File: config.mk
export PLATFORM = sky130hd
export DESIGN_NAME = bdg_baud_gen
export DESIGN_NICKNAME = d
export VERILOG_FILES = /design/src/bdg_pkg.sv /design/src/bdg_baud_gen.sv
export VERILOG_INCLUDE_DIRS = /design/src
export SDC_FILE = /design/constraint.sdc
export NUM_CORES = 1
export LEC_CHECK = 0
export ABC_CLOCK_PERIOD_IN_PS = 8700
export BUFFER_PORTS_ARGS = -buffer_cell sky130_fd_sc_hd__buf_4
export CAP_MARGIN = 20
export CORE_MARGIN = 4
export CORE_UTILIZATION = 30
export CTS_CLUSTER_SIZE = 40
export DETAILED_ROUTE_END_ITERATION = 8
export PLACE_DENSITY = 0.5
export SETUP_SLACK_MARGIN = 0.15
export SLEW_MARGIN = 20
export SYNTH_ARGS = -nofsm -noshare
export SYNTH_HDL_FRONTEND = slang
export SYNTH_SLANG_ARGS = --single-unit
File: constraint.sdc
create_clock -name mclk -period 8.7 [get_ports mclk]
set_input_delay 1.305 -clock mclk [delete_from_list [all_inputs] [get_ports mclk]]
set_output_delay 1.305 -clock mclk [all_outputs]
set_load 0.005 [all_outputs]
File: src/bdg_consts.svh
// Offsets, field positions, reset values and multipliers of the baud generator
`ifndef BDG_CONSTS_SVH
`define BDG_CONSTS_SVH

// Register offsets on the plain register port
`define BDG_OFS_BAUD_CONTROL   3'h0
`define BDG_OFS_RX_STATUS_CTRL 3'h1
`define BDG_OFS_DIVISOR_LOW    3'h2
`define BDG_OFS_DIVISOR_HIGH   3'h3
`define BDG_OFS_TX_STATUS_CTRL 3'h4

// Field positions in baud_control
`define BDG_BC_AUTOBAUD_OVF    7
`define BDG_BC_RX_IDLE         6
`define BDG_BC_CLK_POLARITY    4
`define BDG_BC_WIDE_DIVISOR    3
`define BDG_BC_WAKE_ENABLE     1
`define BDG_BC_AUTOBAUD_EN     0
// Writable bits of baud_control
`define BDG_BC_WR_MASK         8'h1b

// Field positions in transmit_status_control
`define BDG_TX_SYNC_MODE       4
`define BDG_TX_HIGH_SPEED      2
`define BDG_TX_SHIFT_EMPTY     1
// Writable bits of transmit_status_control
`define BDG_TX_WR_MASK         8'hfd

// Reset values
`define BDG_RST_BAUD_CONTROL   8'h00
`define BDG_RST_RX_STATUS_CTRL 8'h00
`define BDG_RST_TX_STATUS_CTRL 8'h00
`define BDG_RST_DIVISOR        8'h00

// Oscillator clocks per divisor step
`define BDG_MULT_64            7'h40
`define BDG_MULT_16            7'h10
`define BDG_MULT_4             7'h04

`endif

File: src/bdg_pkg.sv
// Types shared by the baud generator and its users
package bdg_pkg;

    // One register port request
    typedef struct packed {
        logic       wr;
        logic       rd;
        logic [2:0] addr;
        logic [7:0] wdata;
    } bdg_bus_req_s;

    // Settings handed to the transmitter and receiver
    typedef struct packed {
        logic       sync_mode;
        logic       high_speed;
        logic       wide_divisor;
        logic       clk_polarity;
        logic       serial_enable;
    } bdg_cfg_s;

    typedef logic [15:0] bdg_div_t;
    typedef logic [22:0] bdg_period_t;

endpackage

File: src/bdg_baud_gen.sv
// Baud timer with its control and divisor registers
//
// Operation
// - One baud tick drives both asynchronous and synchronous serial use.
// - The timer counts as an 8-bit divider after reset, 16-bit when wide.
// - The timer runs freely with its period set by divisor low alone in 8-bit mode, by the divisor pair when wide.
// - Asynchronous clocks per step depend on high speed and wide select.
// - In synchronous mode the high speed select has no effect.
// - Writing either divisor byte clears the timer at once.
// - Async low osc/64(n+1) 8-bit, osc/16(n+1) 16-bit; sync 8 osc/4(n+1).
//
// The implementer's own choices: the address-and-strobe port and the placing of the registers.
`timescale 1ns/1ps
`default_nettype none
`include "bdg_consts.svh"

module bdg_baud_gen (
    // Clock and reset
    input  wire logic              mclk,
    input  wire logic              resetn,
    // Register port
    input  wire bdg_pkg::bdg_bus_req_s bus_req,
    output var  logic [7:0]        rd_data,
    // Status from the receiver and transmitter
    input  wire logic              receiver_idle_flag,
    input  wire logic              tx_shift_empty,
    // To the receiver and transmitter
    output var  logic              baud_tick,
    output var  bdg_pkg::bdg_cfg_s cfg
);
    import bdg_pkg::*;

    // Clocks per divisor step for a given mode
    function automatic logic [6:0] mult_f(
        input logic sync_m,
        input logic wide,
        input logic hs
    );
        logic [6:0] m;
        m = `BDG_MULT_4;
        if (!sync_m) begin
            if (wide) begin
                m = hs ? `BDG_MULT_4 : `BDG_MULT_16;
            end else begin
                m = hs ? `BDG_MULT_16 : `BDG_MULT_64;
            end
        end
        return m;
    endfunction

    // Register write decode
    function automatic logic hit_f(
        input bdg_bus_req_s r,
        input logic [2:0]   ofs
    );
        return r.wr && (r.addr == ofs);
    endfunction

    // ---------------- Registers ----------------
    logic [7:0] baud_control_q;
    logic [7:0] baud_control_d;
    logic [7:0] rx_ctrl_q;
    logic [7:0] rx_ctrl_d;
    logic [7:0] tx_ctrl_q;
    logic [7:0] tx_ctrl_d;
    logic [7:0] divisor_low_q;
    logic [7:0] divisor_low_d;
    logic [7:0] divisor_high_q;
    logic [7:0] divisor_high_d;
    logic       div_wr;
    logic       any_wr;

    always_comb begin
        baud_control_d = baud_control_q;
        rx_ctrl_d      = rx_ctrl_q;
        tx_ctrl_d      = tx_ctrl_q;
        divisor_low_d  = divisor_low_q;
        divisor_high_d = divisor_high_q;
        if (hit_f(bus_req, `BDG_OFS_BAUD_CONTROL)) begin
            baud_control_d = bus_req.wdata & `BDG_BC_WR_MASK;
        end
        if (hit_f(bus_req, `BDG_OFS_RX_STATUS_CTRL)) begin
            rx_ctrl_d = bus_req.wdata;
        end
        if (hit_f(bus_req, `BDG_OFS_TX_STATUS_CTRL)) begin
            tx_ctrl_d = bus_req.wdata & `BDG_TX_WR_MASK;
        end
        if (hit_f(bus_req, `BDG_OFS_DIVISOR_LOW)) begin
            divisor_low_d = bus_req.wdata;
        end
        if (hit_f(bus_req, `BDG_OFS_DIVISOR_HIGH)) begin
            divisor_high_d = bus_req.wdata;
        end
    end

    always_ff @(posedge mclk) begin
        if (!resetn) begin
            baud_control_q <= `BDG_RST_BAUD_CONTROL;
            rx_ctrl_q      <= `BDG_RST_RX_STATUS_CTRL;
            tx_ctrl_q      <= `BDG_RST_TX_STATUS_CTRL;
            divisor_low_q  <= `BDG_RST_DIVISOR;
            divisor_high_q <= `BDG_RST_DIVISOR;
        end else begin
            baud_control_q <= baud_control_d;
            rx_ctrl_q      <= rx_ctrl_d;
            tx_ctrl_q      <= tx_ctrl_d;
            divisor_low_q  <= divisor_low_d;
            divisor_high_q <= divisor_high_d;
        end
    end

    assign div_wr = hit_f(bus_req, `BDG_OFS_DIVISOR_LOW)
                 || hit_f(bus_req, `BDG_OFS_DIVISOR_HIGH);
    assign any_wr = bus_req.wr;

    // ---------------- Mode decode ----------------
    logic       sync_m;
    logic       wide;
    logic       hs;
    logic [6:0] mult;
    bdg_div_t   div_n;

    assign sync_m = tx_ctrl_q[`BDG_TX_SYNC_MODE];
    assign wide   = baud_control_q[`BDG_BC_WIDE_DIVISOR];
    assign hs     = tx_ctrl_q[`BDG_TX_HIGH_SPEED];
    assign mult   = mult_f(sync_m, wide, hs);
    assign div_n  = wide ? {divisor_high_q, divisor_low_q}
                         : {8'h00, divisor_low_q};

    // ---------------- Baud timer ----------------
    logic [6:0] pre_q;
    logic [6:0] pre_d;
    bdg_div_t   cnt_q;
    bdg_div_t   cnt_d;
    logic       tick_q;
    logic       tick_d;
    logic       pre_end;
    logic       cnt_end;

    // Compare with >= so a mode change mid-count cannot overrun
    assign pre_end = (pre_q >= mult - 7'h01);
    assign cnt_end = (cnt_q >= div_n);

    always_comb begin
        pre_d  = pre_q + 7'h01;
        cnt_d  = cnt_q;
        tick_d = 1'b0;
        if (div_wr) begin
            pre_d = 7'h00;
            cnt_d = 16'h0000;
        end else if (pre_end) begin
            pre_d = 7'h00;
            if (cnt_end) begin
                cnt_d  = 16'h0000;
                tick_d = 1'b1;
            end else begin
                cnt_d = cnt_q + 16'h0001;
            end
        end
    end

    always_ff @(posedge mclk) begin
        if (!resetn) begin
            pre_q  <= 7'h00;
            cnt_q  <= 16'h0000;
            tick_q <= 1'b0;
        end else begin
            pre_q  <= pre_d;
            cnt_q  <= cnt_d;
            tick_q <= tick_d;
        end
    end

    assign baud_tick = tick_q;

    // ---------------- Read port and settings ----------------
    logic [7:0] rd_data_q;
    logic [7:0] rd_data_d;
    bdg_cfg_s   cfg_q;
    bdg_cfg_s   cfg_d;

    always_comb begin
        rd_data_d = 8'h00;
        if (bus_req.rd) begin
            unique case (bus_req.addr)
                `BDG_OFS_BAUD_CONTROL: begin
                    rd_data_d = baud_control_q;
                    rd_data_d[`BDG_BC_RX_IDLE] = receiver_idle_flag;
                end
                `BDG_OFS_RX_STATUS_CTRL: begin
                    rd_data_d = rx_ctrl_q;
                end
                `BDG_OFS_DIVISOR_LOW: begin
                    rd_data_d = divisor_low_q;
                end
                `BDG_OFS_DIVISOR_HIGH: begin
                    rd_data_d = divisor_high_q;
                end
                `BDG_OFS_TX_STATUS_CTRL: begin
                    rd_data_d = tx_ctrl_q;
                    rd_data_d[`BDG_TX_SHIFT_EMPTY] = tx_shift_empty;
                end
                default: begin
                    rd_data_d = 8'h00;
                end
            endcase
        end
        cfg_d.sync_mode     = tx_ctrl_d[`BDG_TX_SYNC_MODE];
        cfg_d.high_speed    = tx_ctrl_d[`BDG_TX_HIGH_SPEED];
        cfg_d.wide_divisor  = baud_control_d[`BDG_BC_WIDE_DIVISOR];
        cfg_d.clk_polarity  = baud_control_d[`BDG_BC_CLK_POLARITY];
        cfg_d.serial_enable = rx_ctrl_d[7];
    end

    always_ff @(posedge mclk) begin
        if (!resetn) begin
            rd_data_q <= 8'h00;
            cfg_q     <= '0;
        end else begin
            rd_data_q <= rd_data_d;
            cfg_q     <= cfg_d;
        end
    end

    assign rd_data = rd_data_q;
    assign cfg     = cfg_q;

    // ---------------- Checking helpers ----------------
    bdg_period_t gap_q;
    bdg_period_t gap_d;
    logic        clean_q;
    logic        clean_d;
    bdg_period_t period;

    assign period = bdg_period_t'(mult * ({7'h00, div_n} + 23'h000001));

    always_comb begin
        gap_d   = tick_q ? 23'h000001 : gap_q + 23'h000001;
        clean_d = clean_q;
        if (tick_q) begin
            clean_d = 1'b1;
        end
        if (any_wr) begin
            clean_d = 1'b0;
        end
    end

    always_ff @(posedge mclk) begin
        if (!resetn) begin
            gap_q   <= 23'h000000;
            clean_q <= 1'b0;
        end else begin
            gap_q   <= gap_d;
            clean_q <= clean_d;
        end
    end

    // ---------------- Assertions ----------------
    property p_reset_narrow;
        @(posedge mclk) $rose(resetn) |-> !wide && div_n[15:8] == 8'h00;
    endproperty
    a_reset_narrow: assert property (p_reset_narrow)
        else $error("Timer not 8-bit after reset");

    property p_period;
        @(posedge mclk) disable iff (!resetn)
        tick_q && clean_q && !any_wr |-> gap_q == period;
    endproperty
    a_period: assert property (p_period)
        else $error("Baud period differs from multiplier times n+1");

    property p_clear_on_write;
        @(posedge mclk) disable iff (!resetn)
        div_wr |=> pre_q == 7'h00 && cnt_q == 16'h0000 && !tick_q;
    endproperty
    a_clear_on_write: assert property (p_clear_on_write)
        else $error("Divisor write did not clear timer");

    property p_sync_mult;
        @(posedge mclk) disable iff (!resetn)
        sync_m |-> mult == `BDG_MULT_4;
    endproperty
    a_sync_mult: assert property (p_sync_mult)
        else $error("High speed select changed synchronous period");

    property p_async_mult;
        @(posedge mclk) disable iff (!resetn)
        !sync_m |-> mult == (wide ? (hs ? 7'h04 : 7'h10)
                                  : (hs ? 7'h10 : 7'h40));
    endproperty
    a_async_mult: assert property (p_async_mult)
        else $error("Asynchronous multiplier wrong");

    property p_low_only;
        @(posedge mclk) disable iff (!resetn)
        !wide |-> div_n == {8'h00, divisor_low_q};
    endproperty
    a_low_only: assert property (p_low_only)
        else $error("High byte used in 8-bit mode");

    property p_free_run;
        @(posedge mclk) disable iff (!resetn)
        !div_wr ##1 !div_wr |-> pre_q != $past(pre_q);
    endproperty
    a_free_run: assert property (p_free_run)
        else $error("Baud timer stalled");

    property p_tick_single;
        @(posedge mclk) disable iff (!resetn)
        baud_tick |=> !baud_tick [*3];
    endproperty
    a_tick_single: assert property (p_tick_single)
        else $error("Baud tick longer than one cycle");

    property p_read_idle;
        @(posedge mclk) disable iff (!resetn)
        bus_req.rd && bus_req.addr == `BDG_OFS_BAUD_CONTROL
        |=> rd_data[`BDG_BC_RX_IDLE] == $past(receiver_idle_flag);
    endproperty
    a_read_idle: assert property (p_read_idle)
        else $error("Receiver idle flag not shown on read");

endmodule

`default_nettype wire

; ---- Word level (Yosys, flattened, before mapping)
; Cells that the tools add are included.
[classes]
addsub = 3
eq_ne = 4
mux = 10
magnitude_cmp = 2
n_reduce_logical = 11
bitwise_logic = 2
[ops]
columns = cell, n
row1 = case mux 8 bit (5 select lines), 1
row2 = two-way mux 16 bit, 2
row3 = two-way mux 7 bit, 3
row4 = "adder 16 x 1 -> 16 bit, second input constant", 1
row5 = greater-or-equal comparator 16 bit, 1
row6 = two-way mux 5 bit, 3
row7 = "adder 7 x 1 -> 7 bit, second input constant", 1
row8 = greater-or-equal comparator 7 bit, 1
row9 = "subtractor 7 x 1 -> 7 bit, second input constant", 1
row10 = "== test 3 x 2 -> 1 bit, second input constant", 2
row11 = OR reduction 3 bit, 2
row12 = logical AND 1 bit, 5
row13 = "== test 3 x 1 -> 1 bit, second input constant", 1
row14 = "== test 3 bit, second input constant", 1
row15 = zero test 3 bit, 1
row16 = inverter 1 bit, 2
row17 = AND reduction 2 bit, 1
row18 = OR reduction 2 bit, 1
row19 = logical OR 1 bit, 1
row20 = two-way mux 1 bit, 1
[totals]
output_inout_bits = 14
word_cells = 48
in_bits = 17
regBits = 71

; ---- Logic depth before layout (Yosys ltp)
; Gate-level depths: netlist of run 1.
[depth]
word_depth = 7
ltp_mapped = 14
ltp_nobuf = 11

; ---- Least setup slack after synthesis of run 1
; Ideal clock, no wire load.
[synth_timing]
kind = register to register
from = reg baud_control_q[3]
to = reg cnt_q[4]
t_arrival_ps = 2827
period_less_slack_ps = 2891
n_path_buf = 3
path_slack_ps = 5809
path_stages_with_launch = 15
required_ps = 8636
setup_time_ps = 64
cell_sequence = dfxtp_1 -> clkbuf_1 -> inv_1 -> ha_1 -> nand2b_1 -> ha_1 -> xnor2_1 -> ha_1 -> a21oi_1 -> nand3_2 -> or3_1 -> buf_6 -> a21boi_4 -> buf_6 -> nor2_1
[synth_via]
elab_chain_len = 4
elab_cells_between_ends = 7
cone_classes = 1 x add/sub / 2 x order compare / 4 x mux
[synth_lines]
columns = element, line
row1 = from (decl), bdg_baud_gen.sv:60  ; logic [7:0] baud_control_q;
row2 = from (signal assigned), bdg_baud_gen.sv:98  ; baud_control_q <= `BDG_RST_BAUD_CONTROL;
row3 = from (signal assigned), bdg_baud_gen.sv:104  ; baud_control_q <= baud_control_d;
row4 = two-way mux 7 bit, bdg_baud_gen.sv:42  ; if (wide) begin
row5 = two-way mux 7 bit, bdg_baud_gen.sv:41  ; if (!sync_m) begin
row6 = subtractor 7 x 1 -> 7 bit, bdg_baud_gen.sv:141  ; assign pre_end = (pre_q >= mult - 7'h01);
row7 = greater-or-equal comparator 7 bit, bdg_baud_gen.sv:141
row8 = to (signal assigned), bdg_baud_gen.sv:169  ; cnt_q <= cnt_d;
row9 = to (decl), bdg_baud_gen.sv:133  ; bdg_div_t cnt_q;
; Several ways; a longest one is shown, not always the timed one.
; A chain may end at the register's enable or synchronous reset.

; ---- Worst setup path in the final report of run 1
[layout_timing]
from = reg baud_control_q[3]
to = reg cnt_q[5]
; The elaborated chain is that of the path after synthesis.

==> results.txt, run 1 <==
The run finished with clean final reports. No sink is reached through more buffers than the 2 on the longest clock path. The starting utilization of the core area is 30.88%. Dividing total power by cell area gives a power density of 180.4 nW/um^2. The maximum vdd ir drop is 0.00008654 V.

The tree is rooted in a clkbuf_16. The kind of cell with the highest combined delay on the critical path is simple AND/OR/NAND/NOR gates. The number of buffer and inverter instances along the worst setup path is 1. After detailed routing, the number of vias per cell comes to 5.005. The share of Yosys cell area claimed by the top area cell type is 37.88%. The met2 track utilization from global routing came out at 20.79%.

Setup repair after global routing left no endpoint under its margin. Data on the critical path is required at its endpoint by 8.89 ns. The met3 routing resource usage after global routing came out at 2.642%.

The detailed router finished its first iteration with 166 violations. The power after layout is 743.8 uW. The count of state elements after synthesis came out at 67. The share of async-settable or async-resettable flops after synthesis came out at 0%. The portion of total power attributed to sequential cells is 42.5%.

Leaving out fill and tap cells, the most frequent cells in the layout are 67 x nand2_1, 67 x dfxtp_1, 40 x nor2_1, 30 x buf_4, 26 x ha_1. The met1 track demand over resource came out at 18.50%. The final period demand of the worst path came out at 3.599 ns.

The number of rows created at floorplan is 39. The sum of net half-perimeters after detailed placement is 6.402 mm. The remaining antenna violation count after routing is 0. In this run the number of H-tree levels came out at 3. By startpoint and endpoint, the worst setup path is classified as reg -> reg.

The number of buffers inserted during clock tree synthesis is 9. After clock tree synthesis, the repair step resized 0 gates. The element type at the critical path start is a flip-flop. Max-cap violations in this run came to 0. Combinational logic burns 6.1% of the power. Data on the critical path arrives at its endpoint at 3.79 ns. The number of buffers added on ports is 30. During I/O placement, the number of pins put on the boundary was 31. The overall die area came out at 13,600 um^2. The last weighted congestion value of the routability-driven placer came out at 0.7921.

Cell internal power was estimated by the tool at 580.7 uW. The hold buffer count at CTS came out at 0. TritonCTS built the clock tree. The total of endpoints with negative setup slack in the final report came out at 0. The clock latency on the worst-skew pair is 0.33 ns. The startpoint identified for the worst hold timing path is rx_ctrl_q[0]$_SDFFE_PN0P_.

The post-synthesis cell count came out at 413. In this run the worst path has a maximum fanout of 16. met2 is the most crowded layer. The via count of the first global-routing pass came out at 2,837. By area the synthesized netlist is led by dfxtp_1 38%, ha_1 9.2%, nand2_1 7.1%. The number of distinct library cell variants in the gate-level netlist after synthesis is 42.

The number of antenna violations at the first check in global routing is 0. dfxtp_1 takes more of the synthesized area than any other cell. At the pin with the least slew margin, the transition time is 0.8982 ns.

In this run the worst setup path begins at baud_control_q[3]$_SDFFE_PN0P_. The detail-routed net length per standard cell is 14.91 um. The final cell count without fillers is 577. The DRC violations left is 0.

The startpoint identified for the worst register-to-register timing path is baud_control_q[3]$_SDFFE_PN0P_. Summed over all nets, the switching power comes to 163.1 uW. The highest clock frequency the design can meet came out at 277.8 MHz. The fraction of final layout cells with drive strength greater than 1 came out at 12.90%. The number of enable-type register cells in the synthesized netlist is 0. For this design the static power due to leakage is 1.559 nW. The clock-pin slew reported for the worst setup and hold paths after clock tree synthesis is 0.06 ns.

The mean area per synthesized cell is 8.574 um^2. In this run the worst hold path is classified as reg -> reg. The critical path goes through inv_1 -> ha_1 -> nand2b_1 -> ha_1 -> xnor2_1 -> ha_1 -> nand3_1 -> nor3_2 -> or3_1 -> a21boi_4 -> nor2_1. The first global-routing pass estimated 14.35 mm of wire. The delay of the slowest cell on the worst path came out at 0.75 ns. The post-synthesis instance area is 3541 um^2.

In this run the horizontal extent of the chip is 116.6 um. The headroom to the max-slew limit is 39.79%. The total wirelength of the detailed-routed design is 8.604 mm.

The final clock period utilization by the worst path is 41.37%. The post-synthesis net count is 456. The filler cells instantiated in the layout total 1,190. The number of placed instances with taps included is 561. The slowest stage of the critical path is the nor3_2 cell. The most frequent cell on the critical path is ha_1. For this run, the detailed router's first-pass iteration total came to 5.

The net switching fraction of the power came out at 21.93%. On the final layout, the worst clock skew is 0.007442 ns. The share of total power dissipated in the clock network is 51.3%. The total vias in the final route came out at 2,888. The kind of capture point of the worst setup path is a flip-flop. The share of the yosys chip area belonging to registers is 37.88%.

From synthesis to final layout, the design area changed by 16.43%. The number of antenna diodes came out at 0. The core area came out at 11,470 um^2. Measured along the y axis, the die boundary spans 116.6 um. In the final design database the tool counted 472 nets. The post-CTS setup buffer count is 0.

The total overflow left after global routing is 0. For this run, the total global-route usage over all layers was measured as 13.39%. Entering global routing, the biggest net connects 38 pins. The count of yosys warnings during synthesis is 0. The hold violation count in the final report is 0. In the synthesized netlist the dominant register cell turns out to be dfxtp_1. The clock net sink count is 67. In the final timing run, aggregate negative setup slack is 0 ns. The count of final max-slew check failures came out at 0.
==> layer usage <==
| metal | vias to the layer above | wire, um |
|---|---|---|
| met5 | - | 0 |
| met4 | 0 | 143 |
| met3 | 12 | 375 |
| met2 | 58 | 3976 |
| met1 | 1362 | 4108 |
| li1 | 1456 | - |
==> cell families (layout without fill, tap and decap cells) <==
| logic type | count (synthesis) | count (layout) | synth area share [%] |
|---|---|---|---|
| xor+xnor | 19 | 19 | 4.700 |
| simple gates | 164 | 164 | 21.38 |
| fa+ha+maj | 26 | 26 | 9.187 |
| buf+inv | 41 | 62 | 5.442 |
| mux | 18 | 18 | 6.254 |
| compound gates | 78 | 78 | 15.16 |
| flops | 67 | 67 | 37.88 |
==> sequential cells by signal, summed over array words and instances (netlist names) <==
signal,count
cnt_q,16
divisor_high_q,8
divisor_low_q,8
rd_data,8
pre_q,7
rx_ctrl_q,7
tx_ctrl_q,7
baud_control_q,4
baud_tick,1
cfg,1
==> worst paths after layout <==
kind | endpoint | slack (ns) | depth (start not counted)
worst max register to register | cnt_q[5]$_SDFFE_PP0P_ | 5.10 | 11
worst min-delay path | rx_ctrl_q[0]$_SDFFE_PN0P_ | 0.46 | 2
worst min register to register | rx_ctrl_q[0]$_SDFFE_PN0P_ | 0.46 | 2
worst max-delay path | cnt_q[5]$_SDFFE_PP0P_ | 5.10 | 11
==> cell usage after synthesis, drive strengths merged, types with 5 or more instances <==
master   number
nor2         41
nor2b        14
a31oi         6
o2111ai       6
xor2         15
nand4         6
mux2i        12
dfxtp        67
o21ai        12
a21oi        16
ha           26
nand2        67
nand3        13
buf          11
and2          5
inv          16
clkbuf       14
a21boi       25
==> tightest hold or removal path, delay by kind of cell (launching register included) <==
kind | cells | cell delay, ns
AND/OR/NAND/NOR | 1 | 0.05
AO/OA/AOI/OAI | 1 | 0.06
flip-flops | 1 | 0.30
==> power by group through the flow <==
stage	clock, mW	sequential [mW]	combinational, mW
CTS	0.392	0.316	0.0462
floorplan	0	0.321	0.0320
global placement	0	0.323	0.0454
finish	0.382	0.316	0.0456
global route	0.403	0.317	0.0512
detailed placement	0	0.323	0.0460
==> per-stage QoR <==
| step | area, um^2 | util (%) | worst slack (ns) | hold WS (ns) |
|---|---|---|---|---|
| finish | 4123 | 35.95 | 5.101 | 0.4608 |
| global route | 4123 | 35.95 | 4.677 | 0.4830 |
| CTS | 4123 | 35.95 | 5.049 | 0.4645 |
| detailed placement | 3812 | 33.25 | 5.069 | 0.4570 |
| global placement | 3812 | 33.25 | 5.156 | 0.4492 |
| floorplan | 3541 | - | 5.809 | 0.4402 |
==> cell type report <==
cell class                      count  area, um^2  area share, %
Clock inverter                      5       77.57          1.882
Timing Repair Buffer               30       225.2          5.463
Tap cell                          143       178.9          4.340
Clock buffer                       11       232.7          5.645
Sequential cell                    67        1341          32.53
Inverter                           16       60.06          1.457
Multi-Input combinational cell    305        2007          48.68
No activity file was read; power rests on OpenSTA's default activity.
==> inputs of run 2 (changes only) <==
Settings changed: ABC_CLOCK_PERIOD_IN_PS 8700 to 3500.
Clock period 8.7 ns to 3.5 ns, I/O delays scaled along.
==> results.txt, run 2 (synthesized netlist as in run 1, its figures left out) <==
The floorplan die height came out at 116.6 um (unchanged). The number of flip-flops under the largest register name was 16 (unchanged). The number of H-tree branching levels came out at 3 (unchanged). The sum of net half-perimeters after detailed placement came to 6.465 mm (+0.99%). The detail-routed net length per standard cell is 14.89 um (-0.13%). The first-pass GRT wire length came out at 14.38 mm (+0.24%). The setup TNS after final layout is 0 ns (unchanged). The via count of the first global-routing pass came out at 2,869 (+1.1%). The number of cells upsized or downsized after cts is 0 (unchanged).

The vias per cell is 4.971 (-0.69%). The largest net degree at the start of global routing came out at 38 (unchanged). STA classifies the critical path startpoint as a flip-flop.

The number of maximum-capacitance constraint violations came out at 0 (unchanged). In this design, the critical path's most frequently occurring cell is ha_1. The worst hold path class is reg -> reg.

The final period demand of the worst path came out at 3.045 ns (-0.5538 ns). The first-pass detailed-route iteration total came to 4 (-1). The static leakage was 1.610 nW (+3.3%). Walking the worst path, the cells encountered are inv_1 -> ha_1 -> nand2b_1 -> ha_1 -> xnor2_1 -> ha_1 -> nand3_1 -> nor3_2 -> or3_1 -> a21boi_4 -> nor2_1. The last weighted congestion value of the routability-driven placer is 0.8129 (+2.6%). The number of buffer and inverter instances along the worst setup path is 1 (unchanged).

The count of final max-slew check failures is 0 (unchanged). The DRC violations left came out at 0 (unchanged). In the layout the commonest cells are 67 x nand2_1, 67 x dfxtp_1, 40 x nor2_1, 32 x buf_4, 26 x ha_1. The final clock period utilization by the worst path is 87.01% (+46 points).

The worst path arrival time is 3.24 ns (-0.55 ns). The number of buffers inserted during clock tree synthesis is 9 (unchanged). The leftover overflow at the end of global routing is 0 (unchanged). The highest clock frequency the design can meet is 328.4 MHz (+18%). The headroom to the max-slew limit came out at 60.30% (+21 points).

The number of rows created at floorplan came to 39 (unchanged). The hold violation count in the final report came out at 0 (unchanged). The delay of the slowest cell on the worst path is 0.54 ns (-0.21 ns). The path type of the worst setup path is reg -> reg. The overall die area was 13,600 um^2 (unchanged). The clock net sink count is 67 (unchanged).

The total vias in the final route came to 2,878 (-0.35%). The number of buffers added on ports came out at 30 (unchanged). The count of routing violations after the opening detailed-route iteration is 174 (+4.8%). The remaining antenna violation count after routing came out at 0 (unchanged). In this run the clock root is driven by a clkbuf_16.

The deepest clock path buffer count came out at 2 (unchanged). The total of endpoints with negative setup slack in the final report came out at 0 (unchanged). The total wirelength of the detailed-routed design came out at 8.623 mm (+0.22%).

The clock latency on the worst-skew pair came to 0.33 ns (about the same). The net count of the finished layout came out at 474 (+0.42%). The total track usage is 13.49% (+0.099 points). The required time of the worst setup path came out at 3.70 ns (-5.19 ns). The horizontal extent of the die came out at 116.6 um (unchanged).

The kind of capture point of the worst setup path is a flip-flop. The flow ran to the end, and the final reports show no timing, DRC or antenna violations. The kind of cell with the highest combined delay on the critical path is adder cells.

The hold buffer count at CTS came out at 0 (unchanged). The post-placement worst setup slack is 0.4861 ns (-4.583 ns). The least setup slack across all paths after layout came out at 0.4547 ns (-4.646 ns). The clock-pin slew reported for the worst setup and hold paths after clock tree synthesis came to 0.06 ns (about the same). The starting utilization of the core area came to 30.88% (unchanged). The post-CTS setup buffer count came out at 0 (unchanged). For this design, the slowest cell found on the critical path is dfxtp_1. The core area came out at 11,470 um^2 (unchanged). Setup repair after global routing left no endpoint under its margin. The fraction of final layout cells with drive strength greater than 1 came out at 13.76% (+0.86 points). The number of primary I/O pins is 31 (unchanged).

The power per unit of standard cell area was 494.1 nW/um^2 (+170%). The maximum vdd ir drop is 0.0003729 V (+330%). The layout overhead on the synthesized area came out at 19.08%. The number of antenna violations at the first check in global routing came to 0 (unchanged).

The TritonCTS clock tree is done. The largest driver fanout on the critical path is 16 (unchanged). Counting flops per register, the top entry is cnt_q.

The transition time at the pin with the least slew margin came out at 0.5933 ns (-0.3049 ns). The final setup skew came to 0.006900 ns (-0.0005418 ns). The number of antenna diodes came out at 0 (unchanged). The power after layout is 2.083 mW (+180%).
run 2: cell types whose count changed in the layout (fill, tap and decap cells not counted):
cell / previous run / this run
buf_4: 30 / 32
bufinv_16: 2 / 5
clkbuf_1: 2 / 0
clkinv_2: 2 / 1
clkinv_4: 0 / 1
clkinvlp_4: 1 / 0
run 2: final cells by class:
cell class | count | area (um^2)
Clock buffer | 9 | 225.2
Clock inverter | 7 | 163.9
Timing Repair Buffer | 32 | 240.2
Fill cell | 1180 | 7251
Sequential cell | 67 | 1341
Tap cell | 143 | 178.9
Inverter | 16 | 60.06
Multi-Input combinational cell | 305 | 2007
run 2: stage by stage:
step | utilization [%] | hold WS, ns | cell area, um^2 | std cells
2_1_floorplan | - | 0.4402 | 3541 | 413
3_3_place_gp | 33.38 | 0.4488 | 3827 | 563
3_5_place_dp | 33.38 | 0.4626 | 3827 | 563
4_1_cts | 36.77 | 0.4650 | 4217 | 579
5_1_grt | 36.77 | 0.4779 | 4217 | 579
6_report | 36.77 | 0.4671 | 4217 | 579
run 2: worst register-to-register path: stages (launching register included):
cell and delay [ns]:
dfxtp_1 0.54, inv_1 0.11, ha_1 0.29, nand2b_1 0.05
ha_1 0.20, xnor2_1 0.13, ha_1 0.34, nand3_1 0.11
nor3_2 0.22, or3_1 0.31, a21boi_4 0.50, nor2_1 0.10
run 2: where the power goes:
group	internal, mW	switching, mW
Sequential	0.775	0.0116
Clock	0.840	0.344
Combinational	0.0471	0.0664
Total	1.66	0.422
run 2: layer usage:
layer	global-route usage (%)	wire, um	vias up	share of wire (%)
met1	18.12	4201	1378	49
met3	3.472	324	9	3.8
met5	0	0	-	0
li1	-	-	1449	-
met4	4.740	130	0	1.5
met2	21.01	3966	42	46
run 2: final timing paths:
kind | cells after the start | start | slack, ns | end
hold / removal | 2 | rx_ctrl_q[6]$_SDFFE_PN0P_ | 0.47 | rx_ctrl_q[6]$_SDFFE_PN0P_
hold reg to reg | 2 | rx_ctrl_q[6]$_SDFFE_PN0P_ | 0.47 | rx_ctrl_q[6]$_SDFFE_PN0P_
setup reg to reg | 11 | baud_control_q[3]$_SDFFE_PN0P_ | 0.45 | cnt_q[10]$_SDFFE_PP0P_
setup / recovery | 11 | baud_control_q[3]$_SDFFE_PN0P_ | 0.45 | cnt_q[10]$_SDFFE_PP0P_
